File: src/port_adapter_pkg.sv
// Constants of the dual-port peripheral adapter; its FIFO uses none of them.
// Assumes a single clock domain and the plain strobe register port.
package port_adapter_pkg;

	// Register map, word addresses on the plain register port.
	localparam logic [2:0] ADDR_A_DATA = 3'h0;
	localparam logic [2:0] ADDR_A_DIR = 3'h1;
	localparam logic [2:0] ADDR_A_CTRL = 3'h2;
	localparam logic [2:0] ADDR_B_DATA = 3'h3;
	localparam logic [2:0] ADDR_B_DIR = 3'h4;
	localparam logic [2:0] ADDR_B_CTRL = 3'h5;
	localparam logic [2:0] ADDR_STATUS = 3'h6;

	// Control register field positions.
	localparam int C1_IRQ_EN = 0;
	localparam int C1_POS = 1;
	localparam int C2_IRQ_EN = 3;
	localparam int C2_POS = 4;
	localparam int C2_OUT = 5;
	localparam int C2_FLAG = 6;
	localparam int C1_FLAG = 7;

	// Status register field positions.
	localparam int ST_PENDING = 0;
	localparam int ST_FULL = 1;

	// Second control line output modes, control bits 5..3.
	localparam logic [2:0] MODE_HANDSHAKE = 3'h4;
	localparam logic [2:0] MODE_PULSE = 3'h5;
	localparam logic [2:0] MODE_LOW = 3'h6;
	localparam logic [2:0] MODE_HIGH = 3'h7;

	// Values after reset.
	localparam logic [5:0] CTRL_RESET = 6'h00;
	localparam logic [7:0] DATA_RESET = 8'h00;
	localparam logic [7:0] DIR_RESET = 8'h00;
	localparam logic LINE_RESET = 1'b1;
	localparam logic [7:0] READ_RESET = 8'h00;

	// Port indices into the per-port arrays.
	localparam int PORT_A = 0;
	localparam int PORT_B = 1;

endpackage : port_adapter_pkg
File: src/port_adapter.sv
// Dual-port peripheral adapter: data ports, control lines, flags and interrupts,
// with an output FIFO in front of port B.
// Assumes pins arrive asynchronously and a register master on ref_clk.
//
// Local design decisions: the strobed register port and the register addresses.
`timescale 1ns/1ps

// Synchronous FIFO with valid and ready on both sides.
module port_fifo #(
	parameter int WIDTH = 8,
	parameter int DEPTH = 8
) (
	// Clock and reset
	input wire logic ref_clk,
	input wire logic rst_b,
	// Filling side
	input wire logic in_valid,
	output logic in_ready,
	input wire logic [WIDTH-1:0] in_data,
	// Draining side
	output logic out_valid,
	input wire logic out_ready,
	output logic [WIDTH-1:0] out_data
);

	localparam int PW = (DEPTH > 1) ? $clog2(DEPTH) : 1;
	localparam int CW = $clog2(DEPTH + 1);
	localparam logic [CW-1:0] FULL_COUNT = CW'(DEPTH);

	logic [WIDTH-1:0] mem [DEPTH];
	logic [PW-1:0] wr_ptr;
	logic [PW-1:0] rd_ptr;
	logic [CW-1:0] count;
	logic push;
	logic pop;

	function automatic logic [PW-1:0] next_ptr(input logic [PW-1:0] p);
		if (p == PW'(DEPTH - 1))
		begin
			return '0;
		end
		return p + PW'(1);
	endfunction : next_ptr

	assign in_ready = (count != FULL_COUNT);
	assign out_valid = (count != '0);
	assign out_data = mem[rd_ptr];
	assign push = in_valid & in_ready;
	assign pop = out_valid & out_ready;

	always_ff @(posedge ref_clk)
	begin
		if (push)
		begin
			mem[wr_ptr] <= in_data;
		end
	end

	always_ff @(posedge ref_clk or negedge rst_b)
	begin
		if (!rst_b)
		begin
			wr_ptr <= '0;
			rd_ptr <= '0;
			count <= '0;
		end
		else
		begin
			if (push)
			begin
				wr_ptr <= next_ptr(wr_ptr);
			end
			if (pop)
			begin
				rd_ptr <= next_ptr(rd_ptr);
			end
			if (push && !pop)
			begin
				count <= count + CW'(1);
			end
			else if (pop && !push)
			begin
				count <= count - CW'(1);
			end
		end
	end

endmodule : port_fifo

// Overview of operation
// - Two 8-bit ports; every line separately programmable as input or output.
// - Four control inputs, two per port, for interrupts or data handshakes.
// - Active first-line edge sets control bit 7; bit 1 picks the edge.
// - Interrupt output low while bit 7 set, only when bit 0 is one.
// - Bit 7 sets on an active edge whatever bit 0 holds.
// - Bit 5 zero makes second line an input; its edge sets bit 6, bit 4 picks edge.
// - In that mode bit 3 enables interrupt from bit 6; bit 6 sets regardless.
// - Port A mode 100: line high on first-line edge, low on data read.
// - Port A mode 101: line low for one cycle after each data read.
// - Port B mode 100: line low on data write, high on first-line edge.
// - Port B mode 101: line low for one cycle after each data write.
module port_adapter #(
	parameter int FIFO_DEPTH = 8
) (
	// Clock and reset
	input wire logic ref_clk,
	input wire logic rst_b,
	// Register port
	input wire logic [2:0] addr,
	input wire logic [7:0] wdata,
	input wire logic wr,
	input wire logic rd,
	output logic [7:0] rdata,
	// Port A data pins
	input wire logic [7:0] pa_in,
	output logic [7:0] pa_out,
	output logic [7:0] pa_oe_n,
	// Port B data pins
	input wire logic [7:0] pb_in,
	output logic [7:0] pb_out,
	output logic [7:0] pb_oe_n,
	// Port A control lines
	input wire logic port_a_first_control_in,
	input wire logic port_a_second_control_line_in,
	output logic port_a_second_control_line_out,
	output logic port_a_second_control_line_oe_n,
	// Port B control lines
	input wire logic port_b_first_control_in,
	input wire logic port_b_second_control_line_in,
	output logic port_b_second_control_line_out,
	output logic port_b_second_control_line_oe_n,
	// Interrupts
	output logic port_a_interrupt_out_n,
	output logic port_b_interrupt_out_n,
	// Port B write buffer has room
	output logic port_b_fifo_ready
);

	logic [5:0] ctrl [2];
	logic [1:0] c1_flag;
	logic [1:0] c2_flag;
	logic [1:0] line_out;
	logic [7:0] dir_a;
	logic [7:0] dir_b;
	logic [7:0] out_a;
	logic [7:0] out_b;
	logic [7:0] pa_s1;
	logic [7:0] pa_s2;
	logic [7:0] pb_s1;
	logic [7:0] pb_s2;
	logic [1:0] c1_s1;
	logic [1:0] c1_s2;
	logic [1:0] c1_prev;
	logic [1:0] c2_s1;
	logic [1:0] c2_s2;
	logic [1:0] c2_prev;
	logic [1:0] c1_edge;
	logic [1:0] c2_edge;
	logic [1:0] data_ev;
	logic [1:0] flag_clr;
	logic [2:0] mode [2];
	logic fifo_valid;
	logic fifo_take;
	logic [7:0] fifo_data;
	logic b_slot_free;
	logic [7:0] next_rdata;

	function automatic logic active_edge(input logic prev, input logic cur, input logic pos);
		return pos ? (~prev & cur) : (prev & ~cur);
	endfunction : active_edge

	function automatic logic [7:0] port_view(input logic [7:0] pins, input logic [7:0] outs,
		input logic [7:0] dir);
		return (pins & ~dir) | (outs & dir);
	endfunction : port_view

	function automatic logic [7:0] ctrl_view(input logic f1, input logic f2, input logic [5:0] c);
		return {f1, f2, c};
	endfunction : ctrl_view

	// Every pin from outside passes two flip-flops before use.
	always_ff @(posedge ref_clk or negedge rst_b)
	begin
		if (!rst_b)
		begin
			pa_s1 <= 8'h00;
			pa_s2 <= 8'h00;
			pb_s1 <= 8'h00;
			pb_s2 <= 8'h00;
			c1_s1 <= 2'h3;
			c1_s2 <= 2'h3;
			c1_prev <= 2'h3;
			c2_s1 <= 2'h3;
			c2_s2 <= 2'h3;
			c2_prev <= 2'h3;
		end
		else
		begin
			pa_s1 <= pa_in;
			pa_s2 <= pa_s1;
			pb_s1 <= pb_in;
			pb_s2 <= pb_s1;
			c1_s1 <= {port_b_first_control_in, port_a_first_control_in};
			c1_s2 <= c1_s1;
			c1_prev <= c1_s2;
			c2_s1 <= {port_b_second_control_line_in, port_a_second_control_line_in};
			c2_s2 <= c2_s1;
			c2_prev <= c2_s2;
		end
	end

	// Port B writes are buffered; the drain waits on the peripheral in handshake mode.
	port_fifo #(
		.WIDTH(8),
		.DEPTH(FIFO_DEPTH)
	) b_fifo (
		.ref_clk(ref_clk),
		.rst_b(rst_b),
		.in_valid(wr && (addr == port_adapter_pkg::ADDR_B_DATA)),
		.in_ready(port_b_fifo_ready),
		.in_data(wdata),
		.out_valid(fifo_valid),
		.out_ready(b_slot_free),
		.out_data(fifo_data)
	);

	always_comb
	begin
		for (int i = 0; i < 2; i++)
		begin
			mode[i] = ctrl[i][port_adapter_pkg::C2_OUT:port_adapter_pkg::C2_IRQ_EN];
			c1_edge[i] = active_edge(c1_prev[i], c1_s2[i], ctrl[i][port_adapter_pkg::C1_POS]);
			c2_edge[i] = ~ctrl[i][port_adapter_pkg::C2_OUT] &
				active_edge(c2_prev[i], c2_s2[i], ctrl[i][port_adapter_pkg::C2_POS]);
		end
		b_slot_free = (mode[port_adapter_pkg::PORT_B] != port_adapter_pkg::MODE_HANDSHAKE) ||
			line_out[port_adapter_pkg::PORT_B];
		fifo_take = fifo_valid & b_slot_free;
		data_ev[port_adapter_pkg::PORT_A] = rd && (addr == port_adapter_pkg::ADDR_A_DATA);
		data_ev[port_adapter_pkg::PORT_B] = fifo_take;
		flag_clr[port_adapter_pkg::PORT_A] = rd && (addr == port_adapter_pkg::ADDR_A_DATA);
		flag_clr[port_adapter_pkg::PORT_B] = rd && (addr == port_adapter_pkg::ADDR_B_DATA);
	end

	// Control registers: bits 5..0 written by software, flags are read-only.
	always_ff @(posedge ref_clk or negedge rst_b)
	begin
		if (!rst_b)
		begin
			ctrl[0] <= port_adapter_pkg::CTRL_RESET;
			ctrl[1] <= port_adapter_pkg::CTRL_RESET;
		end
		else if (wr && (addr == port_adapter_pkg::ADDR_A_CTRL))
		begin
			ctrl[0] <= wdata[5:0];
		end
		else if (wr && (addr == port_adapter_pkg::ADDR_B_CTRL))
		begin
			ctrl[1] <= wdata[5:0];
		end
	end

	// Flags set on active edges whatever the enables hold; a set beats a clear.
	always_ff @(posedge ref_clk or negedge rst_b)
	begin
		if (!rst_b)
		begin
			c1_flag <= 2'h0;
			c2_flag <= 2'h0;
		end
		else
		begin
			for (int i = 0; i < 2; i++)
			begin
				if (c1_edge[i])
				begin
					c1_flag[i] <= 1'b1;
				end
				else if (flag_clr[i])
				begin
					c1_flag[i] <= 1'b0;
				end
				if (c2_edge[i])
				begin
					c2_flag[i] <= 1'b1;
				end
				else if (flag_clr[i])
				begin
					c2_flag[i] <= 1'b0;
				end
			end
		end
	end

	// Direction and output data registers.
	always_ff @(posedge ref_clk or negedge rst_b)
	begin
		if (!rst_b)
		begin
			dir_a <= port_adapter_pkg::DIR_RESET;
			dir_b <= port_adapter_pkg::DIR_RESET;
			out_a <= port_adapter_pkg::DATA_RESET;
		end
		else if (wr && (addr == port_adapter_pkg::ADDR_A_DIR))
		begin
			dir_a <= wdata;
		end
		else if (wr && (addr == port_adapter_pkg::ADDR_B_DIR))
		begin
			dir_b <= wdata;
		end
		else if (wr && (addr == port_adapter_pkg::ADDR_A_DATA))
		begin
			out_a <= wdata;
		end
	end

	// Port B output latch loads from the FIFO head, which is the write event.
	always_ff @(posedge ref_clk or negedge rst_b)
	begin
		if (!rst_b)
		begin
			out_b <= port_adapter_pkg::DATA_RESET;
		end
		else if (fifo_take)
		begin
			out_b <= fifo_data;
		end
	end

	// Second control line output level per mode.
	always_ff @(posedge ref_clk or negedge rst_b)
	begin
		if (!rst_b)
		begin
			line_out <= {2{port_adapter_pkg::LINE_RESET}};
		end
		else
		begin
			for (int i = 0; i < 2; i++)
			begin
				case (mode[i])
					port_adapter_pkg::MODE_HANDSHAKE:
					begin
						// Port A: new data edge wins over a read. Port B: a pending write wins.
						if (i == port_adapter_pkg::PORT_A && c1_edge[i])
						begin
							line_out[i] <= 1'b1;
						end
						else if (data_ev[i])
						begin
							line_out[i] <= 1'b0;
						end
						else if (c1_edge[i])
						begin
							line_out[i] <= 1'b1;
						end
					end
					port_adapter_pkg::MODE_PULSE:
					begin
						line_out[i] <= ~data_ev[i];
					end
					port_adapter_pkg::MODE_LOW:
					begin
						line_out[i] <= 1'b0;
					end
					port_adapter_pkg::MODE_HIGH:
					begin
						line_out[i] <= 1'b1;
					end
					default:
					begin
						line_out[i] <= port_adapter_pkg::LINE_RESET;
					end
				endcase
			end
		end
	end

	// Read mux; data stand in the cycle after the strobe only.
	always_comb
	begin
		next_rdata = port_adapter_pkg::READ_RESET;
		if (!rd)
		begin
			next_rdata = port_adapter_pkg::READ_RESET;
		end
		else if (addr == port_adapter_pkg::ADDR_A_DATA)
		begin
			next_rdata = port_view(pa_s2, out_a, dir_a);
		end
		else if (addr == port_adapter_pkg::ADDR_A_DIR)
		begin
			next_rdata = dir_a;
		end
		else if (addr == port_adapter_pkg::ADDR_A_CTRL)
		begin
			next_rdata = ctrl_view(c1_flag[0], c2_flag[0], ctrl[0]);
		end
		else if (addr == port_adapter_pkg::ADDR_B_DATA)
		begin
			next_rdata = port_view(pb_s2, out_b, dir_b);
		end
		else if (addr == port_adapter_pkg::ADDR_B_DIR)
		begin
			next_rdata = dir_b;
		end
		else if (addr == port_adapter_pkg::ADDR_B_CTRL)
		begin
			next_rdata = ctrl_view(c1_flag[1], c2_flag[1], ctrl[1]);
		end
		else if (addr == port_adapter_pkg::ADDR_STATUS)
		begin
			next_rdata[port_adapter_pkg::ST_PENDING] = fifo_valid;
			next_rdata[port_adapter_pkg::ST_FULL] = ~port_b_fifo_ready;
		end
	end

	always_ff @(posedge ref_clk or negedge rst_b)
	begin
		if (!rst_b)
		begin
			rdata <= port_adapter_pkg::READ_RESET;
		end
		else
		begin
			rdata <= next_rdata;
		end
	end

	// Pin drivers; a set direction bit drives the line.
	assign pa_out = out_a;
	assign pa_oe_n = ~dir_a;
	assign pb_out = out_b;
	assign pb_oe_n = ~dir_b;
	assign port_a_second_control_line_out = line_out[0];
	assign port_a_second_control_line_oe_n = ~ctrl[0][port_adapter_pkg::C2_OUT];
	assign port_b_second_control_line_out = line_out[1];
	assign port_b_second_control_line_oe_n = ~ctrl[1][port_adapter_pkg::C2_OUT];

	// Interrupt outputs from flags and enables.
	assign port_a_interrupt_out_n = ~((c1_flag[0] & ctrl[0][port_adapter_pkg::C1_IRQ_EN]) |
		(c2_flag[0] & ctrl[0][port_adapter_pkg::C2_IRQ_EN] & ~ctrl[0][port_adapter_pkg::C2_OUT]));
	assign port_b_interrupt_out_n = ~((c1_flag[1] & ctrl[1][port_adapter_pkg::C1_IRQ_EN]) |
		(c2_flag[1] & ctrl[1][port_adapter_pkg::C2_IRQ_EN] & ~ctrl[1][port_adapter_pkg::C2_OUT]));

endmodule : port_adapter

File: config.mk
export PLATFORM = sky130hd
export DESIGN_NAME = port_adapter
export DESIGN_NICKNAME = d
export VERILOG_FILES = /design/src/port_adapter_pkg.sv /design/src/port_adapter.sv
export SDC_FILE = /design/constraint.sdc
export NUM_CORES = 1
export LEC_CHECK = 0
export ABC_AREA = 1
export BUFFER_PORTS_ARGS = -buffer_cell sky130_fd_sc_hd__buf_2
export CAP_MARGIN = 20
export CORE_ASPECT_RATIO = 1.25
export CORE_MARGIN = 4
export CORE_UTILIZATION = 35
export CTS_CLUSTER_SIZE = 20
export DETAILED_ROUTE_END_ITERATION = 7
export PLACE_DENSITY = 0.49
export SYNTH_ARGS = -nofsm -noshare
export SYNTH_HDL_FRONTEND = slang
export SYNTH_SLANG_ARGS = --single-unit
File: constraint.sdc
create_clock -name ref_clk -period 6 [get_ports ref_clk]
set_input_delay 0.3 -clock ref_clk [delete_from_list [all_inputs] [get_ports ref_clk]]
set_output_delay 0.3 -clock ref_clk [all_outputs]
set_load 0.02 [all_outputs]
# == Yosys cells after proc, flatten, opt, wreduce, memory -nomap -nowiden ==
# Memory sizes are Yosys's and may differ from the RTL's. A register that Yosys moved wholly into a read port is not among the register bits.
# Cells that the tools add are included.
# op_classes
mux,35
n_addsub,4
bitwise,46
reduce_logical,24
eq_ne,18
# ops
op,n
2-to-1 mux 8 bit,6
== test 3 bit (second input constant),11
bitwise AND 8 bit,4
bitwise AND 1 bit,18
2-to-1 mux 1 bit,18
inverter 1 bit,18
inverter 8 bit,2
OR 8 bit,2
2-to-1 mux 3 bit,4
logical AND 1 bit,10
nonzero test 2 bit,5
2-to-1 mux 4 bit,2
adder 3 x 1 -> 3 bit (second input constant),2
== test 3 x 2 -> 1 bit (second input constant),2
2-to-1 mux 6 bit,1
!= test 3 bit (second input constant),2
case mux 1 bit (3 select lines),2
adder 4 x 1 -> 4 bit (second input constant),1
2-to-1 mux 2 bit,2
!= test 4 bit (second input constant),1
AND reduction 2 bit,2
nonzero test 4 bit,1
subtractor 4 x 1 -> 4 bit (second input constant),1
== test 3 x 1 -> 1 bit (second input constant),1
other kinds (6),9
# word_totals
out_inout_bits,47
mem_count,1
input_bits,35
ram_bits,64
ff_bits,104
elab_cells,153
# memory_table
name,words,word_bits,rd,rd_clocked_by_memory_dff,wr,line,text
b_fifo.mem,8,8,1,1,1,port_adapter.sv:30,logic [WIDTH-1:0] mem [DEPTH];

# == Logic depth before layout (Yosys ltp) ==
# Gate-level depths: netlist (run 1).
# depth
depth_word,10
mapped_depth,15
ltp_nobuf,14

# == Cells and area by module ==
# Synthesis (run 1) repeated with hierarchy kept, for this count alone.
# hier_totals
hier_cells,750
hier_area_um2,7424.6
# by_module_without_submodules
mod,n_inst,cells_per_inst,seq_area_each_um2,area_each_um2
port_adapter,1,458,2570.0,4167.7
port_fifo,1,292,2172.1,3256.9

# == Worst setup path before layout (run 1) ==
# Ideal clock, no wire load.
# synth_timing
path_kind,reg2reg
startpoint,reg ctrl[5] (netlist name)
endpoint,reg b_fifo.count[3]
t_arrival_ps,2241
period_less_slack_ps,2362
path_stages_with_launch,15
setup_slack_ps,3638
setup_time_ps,121
path_buffers,1
t_required_ps,5879
cell_sequence,dfrtp_1 -> inv_1 -> nor3_1 -> nand2_1 -> nand2_1 -> clkbuf_1 -> ha_1 -> inv_1 -> ha_1 -> a21oi_1 -> nand2_1 -> a21oi_1 -> o21ai_0 -> nand2_1 -> nand2_1
# synth_between
elab_chain_cells,6
word_cells_on_any_way,8
cone_classes,eq/ne (1); mux (1); bitwise (1); reduce/logical (5)
# synth_rtl
element,line,text
from (decl),port_adapter.sv:139,logic [5:0] ctrl [2];
!= test 3 bit (*),port_adapter.sv:236,b_slot_free = (mode[port_adapter_pkg::PORT_B] != port_adapter_pkg::MODE_HANDSHAKE) ||
logical OR 1 bit (*),port_adapter.sv:236,
bitwise AND 1 bit (*),port_adapter.sv:49,assign pop = out_valid & out_ready;
zero test 1 bit,port_adapter.sv:77,if (push && !pop)
logical AND 1 bit,port_adapter.sv:77,
2-to-1 mux 4 bit / nonzero test 2 bit (equally long branches),-,
to (signal assigned),port_adapter.sv:79,count <= count + CW'(1);
to (signal assigned),port_adapter.sv:83,count <= count - CW'(1);
to (decl),port_adapter.sv:33,logic [CW-1:0] count;
# Mark *: on every way between the ends. The rest lies on a longest branch, timed or not.
# A chain may end at the register's enable or synchronous reset.

# == Worst setup path in the final report (run 1) ==
# layout_timing
startpoint,reg b_fifo.count[0]
endpoint,reg b_fifo.count[3]
# layout_between
elab_chain_cells,5
word_cells_on_any_way,13
cone_classes,add/sub (2); eq/ne (1); mux (2); bitwise (2); reduce/logical (6)
# layout_rtl
element
branches (longest 5 deep; another with subtractor 4 x 1 -> 4 bit)
# Several ways; the timed one is not identified. The select of a mux whose other input is x is not followed.

==> results of run 1 <==
==> synth_stat cells (all sizes together), types with 3 or more instances <==
library cell  count  area [sq um]
nand2           119         456.7
nor2            107         419.2
o21ai           100         530.5
dfrtp            98          2452
edfxtp           64          1922
inv              48         180.2
nand3            27         135.1
a21oi            20         100.1
o211ai           18         135.1
clkbuf           16         60.06
dfstp            14         367.9
buf               7         41.29
ha                7         87.58
a32oi             3         26.28
nor3              3         37.53
or2               3         18.77
==> per-layer routing <==
layer | share of wire | vias up | track usage
met3 | 0.043 | 15 | 0.03168
met5 | 0 | - | 0
li1 | - | 2431 | -
met4 | 0.012 | 0 | 0.05173
met2 | 0.51 | 127 | 0.2582
met1 | 0.44 | 2408 | 0.1967
==> worst min-delay path by stage <==
stage	from	to	cells past startpoint
floorplan	rst_b	b_fifo.count[0]$_DFFE_PN0P_	0
global placement	rst_b	pa_out[7]$_DFFE_PN0P_	1
detailed placement	rst_b	pa_out[7]$_DFFE_PN0P_	1
CTS	wdata[1]	b_fifo.mem[0][1]$_DFFE_PP_	1
global route	wdata[1]	b_fifo.mem[0][1]$_DFFE_PP_	1
finish	wdata[1]	b_fifo.mem[1][1]$_DFFE_PP_	1
==> kinds of logic (layout without fill, tap and decap cells) <==
logic type | after synthesis | in the layout | synth area share
AND/OR/NAND/NOR | 261 | 261 | 0.1530
flip-flops | 176 | 176 | 0.6706
AO/OA/AOI/OAI | 146 | 146 | 0.1168
buffers and inverters | 72 | 185 | 0.04034
adder cells (fa/ha/maj) | 8 | 8 | 0.01522
XOR/XNOR | 2 | 2 | 0.002477
multiplexers | 1 | 1 | 0.001592
==> report_power, final <==
part,total (mW),internal [mW],switching (mW)
clock network,1.05,0.580,0.472
registers,1.57,1.40,0.167
logic,0.864,0.301,0.563
==> per-stage QoR <==
stage                     area, sq um  power, mW  utilization  hold WS [ns]  worst slack, ns
final                            8493      3.486       0.4315        0.1781            3.444
after global routing             8493      3.708       0.4315        0.1896            3.208
after CTS                        8493      3.533       0.4315        0.1657            3.452
after detailed placement         7725      2.453       0.3924        0.3081            3.322
after global placement           7725      2.432       0.3924        0.2991            3.414
after floorplan                  7072      2.136            -      0.004409            3.638
==> critical path, stage by stage (launching register included) <==
cell	delay, ns
dfrtp_1	0.43
nor2_1	0.23
nand2_1	0.12
nand2_1	0.36
ha_1	0.22
inv_1	0.10
ha_1	0.36
a21oi_1	0.14
nand2_1	0.09
a21oi_1	0.18
o21ai_0	0.12
nand2_1	0.07
nand2_1	0.05
==> final cells by class <==
cell class / instances / share of cell area
Clock buffer: 19 / 0.05097
Sequential cell: 176 / 0.5583
Timing Repair Buffer: 104 / 0.07454
Inverter: 49 / 0.02166
Tap cell: 265 / 0.03904
Clock inverter: 13 / 0.01473
Multi-Input combinational cell: 418 / 0.2407
==> out/qor.yml, run 1 <==
status:
  outcome: "completed"
synthesis:
  ys_seq_area_frac: 0.6706
  ys_types: 37
  postSynthAreaPerCell_sq_um: 10.62
  synth_warnings: 0
  synth-seq-cells: 176
  synth_cells: 666
  synth_fp_nets: 709
  synthArstFlopShare: 0.6364
  synth-edff-count: 64
  synthesis.area_sq_um: 7072
  synth-main-ff-cell: "dfrtp_1"
global_routing:
  grt.total_usage: 0.1534
  grt_pass1_wl_mm: 26.65
  grt_start_max_net_pins: 73
  grt_pass1_vias: 4903
  antenna_found_initial: 0
  grt-ovfl-total: 0
power_and_ir_drop:
  power_density_nw_per_um2: 410.4
  ir_drop_mv: 0.2020
  power.leakage_nw: 3.648
clocking:
  cts_tree: "done"
  htreeDepth: 4
  post_cts_buffers: 0
  cts_resized: 0
  cts_root_buf: "clkbuf_16"
  clk_latency_ns: 0.42
  cts_sinks: 176
  cts_buffer_depth: 2
  path_clk_slew_ns: 0.07
  cts_buffers: 17
  hold_buffers: 21
worst_setup_path:
  endpoint: "b_fifo.count[3]$_DFFE_PN0P_"
  crit_arrival_ns: 2.87
  worstSetupStartpointType: "flop"
  crit_path_start: "b_fifo.count[0]$_DFFE_PN0P_"
  crit_required_ns: 6.31
  cp_max_fo: 12
  r2r-end: "b_fifo.count[3]$_DFFE_PN0P_"
  path_class: "reg2reg"
  timing.rr.start: "b_fifo.count[0]$_DFFE_PN0P_"
  reg2reg_slack_ns: 3.44
  endpoint_kind: "flop"
  r2r_cells: 12
layout:
  layout_commonest_cell: "nand2_1"
  diodes: 0
  fillerInstances: 1922
  regArea_sq_um: 4742
  final_cell_mix: "117 x nand2_1, 104 x nor2_1, 98 x dfrtp_1, 92 x o21ai_0, 80 x buf_2"
  largest-register: "b_fifo.mem"
  nets: 809
  multiInputGateArea_sq_um: 2044
  instances_no_fill: 1044
  area_delta_synth_final_pct: 20.10
  reg_top3: "b_fifo.mem (64), ctrl (12)"
  drive_gt1_frac: 0.1874
  largest_register_ffs: 64
route:
  drtIter0Drc: 287
  routed_wl_mm: 16.93
  vias: 4981
  ant_nets: 0
  drc: 0
  viasPerCell: 4.771
  wl_per_cell_microns: 16.22
  firstDrtPassIters: 5
timing:
  hold_viol: 0
  slew_viol_final: 0
  period_share: 0.4259
  finalSetupTns_ns: 0
  slew_headroom: 0.3153
  max_freq_mhz: 391.3
  fin_crit_ns: 2.556
  fin_skew_ns: 0.005905
  finalSetupViolCount: 0
  worst-slew-pin-transition_ns: 1.027
  rsz0062_at_grt: "false"
floorplanning:
  io_pins: 82
  die_y_microns: 166.9
  coreArea_sq_um: 19680
  start_util: 0.3593
  die_w_microns: 135.1
  num_rows: 57
  dieArea_sq_um: 22560
place:
  gp_congestion: 0.8022
  io_buffers: 81
  dpl.hpwl_mm: 12.04
  dp_cells: 991
run:
  cap_viol_max_count: 0
worst_hold_path:
  hold_path_class: "in2reg"
Power figures use the tool's default switching activity.
==> run 2: changes to the inputs <==
--- a/config.mk
+++ b/config.mk
@@ -5,7 +5,7 @@
 export SDC_FILE = /design/constraint.sdc
 export NUM_CORES = 1
 export LEC_CHECK = 0
-export ABC_AREA = 1
+export ABC_AREA = 0
 export BUFFER_PORTS_ARGS = -buffer_cell sky130_fd_sc_hd__buf_2
 export CAP_MARGIN = 20
 export CORE_ASPECT_RATIO = 1.25
==> constraint.sdc (replaced) <==
create_clock -name ref_clk -period 2.4 [get_ports ref_clk]
set_input_delay 0.12 -clock ref_clk [delete_from_list [all_inputs] [get_ports ref_clk]]
set_output_delay 0.12 -clock ref_clk [all_outputs]
set_load 0.02 [all_outputs]
==> run 2 against run 1 <==
Against the previous run:
- worst setup slack got worse by 3.4 ns
- highest routed layer unchanged
- non-clock buffer count increased by 28
- register-to-register slack got worse by 3.4 ns
- total power increased to 2.6 times the previous value
- synthesized area decreased by 0.96%
- critical path type unchanged
- routed wire length decreased by 0.74%
- sequential power increased to 2.6 times the previous value
- die area decreased by 0.91%
- global-route usage increased by 0.40 points
- combinational power increased to 2.6 times the previous value
- worst hold slack got worse by 0.14 ns
==> out/qor.yml, run 2 <==
synthesis:
  synth-edff-count: 64  # unchanged
  synthTopCellsByCount: "98 x dfrtp_1, 64 x edfxtp_1, 44 x nand2_1"
  synthesis.area_sq_um: 7004  # -0.96%
  synth-seq-cells: 176  # unchanged
  synth_most_common_cell: "dfrtp_1"
  synth_warnings: 0  # unchanged
  synth_fp_nets: 519  # -27%
  yosysTopAreaCellShare: 0.3501  # +0.003345
  synth_top_area_cell: "dfrtp_1"
  ys_types: 48  # +30%
  synth_cells: 476  # -29%
  ys_seq_area_frac: 0.6770  # +0.006468
  postSynthAreaPerCell_sq_um: 14.71  # +39%
  synthArstFlopShare: 0.6364  # unchanged
  synthTopCellsByArea: "dfrtp_1 35%, edfxtp_1 27%, dfstp_2 5.3%"
  synth-main-ff-cell: "dfrtp_1"
worst_setup_path:
  path_common_cell: "inv_4"
  endpoint_kind: "flop"
  cpMaxStageDelayCell: "dfrtp_2"
  crit_arrival_ns: 2.65  # -0.22 ns
  crit_buf_inv: 2  # +1
  slowest_delay_ns: 0.44  # about the same
  cpLargestDelayFamily: "simple AND/OR/NAND/NOR gates"
  path_cells: "nor4b_4 -> or3_4 -> inv_4 -> ha_4 -> inv_4 -> ha_1 -> a21o_1 -> a21oi_2 -> mux2i_1 -> o31ai_1"
  path_class: "reg2reg"
  worstSetupStartpointType: "flop"
  crit_required_ns: 2.70  # -3.61 ns
  cp_max_fo: 5  # -7
timing:
  hold_viol: 0  # unchanged
  slew_headroom: 0.4503  # +0.1350
  whs_ns: 0.03665  # -0.1414 ns
  fin_skew_ns: 0.02112  # +0.01521 ns
  worst-slew-pin-transition_ns: 0.8245  # -0.2026 ns
  max_freq_mhz: 425.9  # +8.8%
  finalSetupViolCount: 0  # unchanged
  finalSetupTns_ns: 0  # unchanged
  slew_viol_final: 0  # unchanged
  fin_crit_ns: 2.348  # -0.2075 ns
  period_share: 0.9784  # +0.5525
  fin_ws_ns: 0.05189  # -3.393 ns
layout:
  drive_gt1_frac: 0.3485  # +0.1610
  diodes: 0  # unchanged
  largest-register: "b_fifo.mem"
  largest_register_ffs: 64  # unchanged
  design_area_sq_um: 8758  # +3.1%
  nets: 647  # -20%
  area_delta_synth_final_pct: 25.04
  reg_top3: "b_fifo.mem (64), ctrl (12)"
  layout_commonest_cell: "dfrtp_1"
  final_cell_mix: "94 x dfrtp_1, 80 x buf_2, 64 x edfxtp_1, 44 x nand2_1, 33 x mux2i_1"
floorplanning:
  die_w_microns: 134.5  # -0.45%
  coreArea_sq_um: 19540  # -0.72%
  num_rows: 57  # unchanged
  dieArea_sq_um: 22350  # -0.91%
  start_util: 0.3584  # -0.0008351
  io_pins: 82  # unchanged
  die_y_microns: 166.2  # -0.46%
place:
  io_buffers: 81  # unchanged
  dpl.hpwl_mm: 11.96  # -0.68%
  placed_area_sq_um: 7851  # +1.6%
  gp_congestion: 0.8084  # +0.77%
  place_worst_setup_slack_ns: -0.03793  # -3.360 ns
clocking:
  cts_buffer_depth: 2  # unchanged
  htreeDepth: 4  # unchanged
  clk_latency_ns: 0.44  # +0.02 ns
  cts_tree: "done"
  cts_sinks: 176  # unchanged
  cts_root_buf: "clkbuf_16"
  path_clk_slew_ns: 0.07  # about the same
  cts_buffers: 17  # unchanged
status:
  outcome: "completed"
route:
  firstDrtPassIters: 4  # -1
  routed_wl_mm: 16.81  # -0.74%
  ant_nets: 0  # unchanged
  drtIter0Drc: 237  # -17%
  viasPerCell: 4.837  # +1.4%
  drc: 0  # unchanged
  vias: 4266  # -14%
  wl_per_cell_microns: 19.06  # +17%
power_and_ir_drop:
  finalPower_mw: 9.229  # +160%
  ir_drop_mv: 0.4317  # +110%
  power_density_nw_per_um2: 1054  # +160%
  power.leakage_nw: 3.598  # -1.4%
run:
  cap_viol_max_count: 0  # unchanged
worst_hold_path:
  hold_path_class: "in2reg"
global_routing:
  grt.total_usage: 0.1574  # +0.004026
  grt_pass1_vias: 4635  # -5.5%
  grt-ovfl-total: 0  # unchanged
  grt_pass1_wl_mm: 26.81  # +0.60%
  antenna_found_initial: 0  # unchanged
  grt_start_max_net_pins: 46  # -37%
==> run 2: final cells by class <==
cell class / count / area [sq um]
Inverter: 25 / 98.84
Tap cell: 265 / 331.6
Clock buffer: 19 / 454.2
Sequential cell: 176 / 4747
Timing Repair Buffer: 132 / 855.8
Clock inverter: 13 / 175.2
Fill cell: 1800 / 10780
Multi-Input combinational cell: 252 / 2096
==> run 2: path summary, 6_finish.rpt <==
kind                                          endpoint                   startpoint  slack, ns  cells past startpoint
max in group asynchronous         c2_prev[1]$_DFF_PN1_                        rst_b       1.60                      3
min                         b_fifo.mem[4][6]$_DFFE_PP_                     wdata[6]       0.04                      1
max                        b_fifo.count[3]$_DFFE_PN0P_  b_fifo.count[3]$_DFFE_PN0P_       0.05                     10
max reg2reg                b_fifo.count[3]$_DFFE_PN0P_  b_fifo.count[3]$_DFFE_PN0P_       0.05                     10
min reg2reg                         pb_s2[6]$_DFF_PN0_           pb_s1[6]$_DFF_PN0_       0.35                      0
min in group asynchronous        pa_out[5]$_DFFE_PN0P_                        rst_b       0.12                      2
==> run 2: logic make-up after synthesis <==
logic type               share of synthesized area
AO/OA/AOI/OAI                              0.07002
buffers and inverters                      0.03287
XOR/XNOR                                  0.002501
AND/OR/NAND/NOR                            0.06663
adder cells (fa/ha/maj)                    0.01536
multiplexers                                0.1356
flip-flops                                  0.6770
==> run 2: metal layers <==
| metal | global-route usage | vias to the layer above | part of all wire |
|---|---|---|---|
| li1 | - | 1995 | - |
| met1 | 0.1985 | 2145 | 0.42 |
| met2 | 0.2678 | 104 | 0.53 |
| met3 | 0.02909 | 22 | 0.029 |
| met4 | 0.06112 | 0 | 0.022 |
| met5 | 0 | - | 0 |
==> run 2: power by group <==
group	switching [mW]	internal [mW]	leakage [nW]
sequential	0.496	3.53	1.88
clock	1.20	1.72	0.311
combinational	1.19	1.08	1.40
==> run 2: what timing repair did <==
item | 4_1_cts | 5_1_grt
cloned | 0 | 0
gates resized for setup | 1 | 7
endpoints found under the setup margin | 1 | 1
pin swaps | 0 | 4
buffers inserted | 1 | 4
hold endpoints to repair | 121 | 0
hold buffers | 21 | 0
==> run 2: per-stage QoR <==
stage / instances / utilization
final: 882 / 0.4482
after global routing: 882 / 0.4482
after CTS: 878 / 0.4454
after detailed placement: 824 / 0.4018
after global placement: 824 / 0.4018
after floorplan: 476 / -
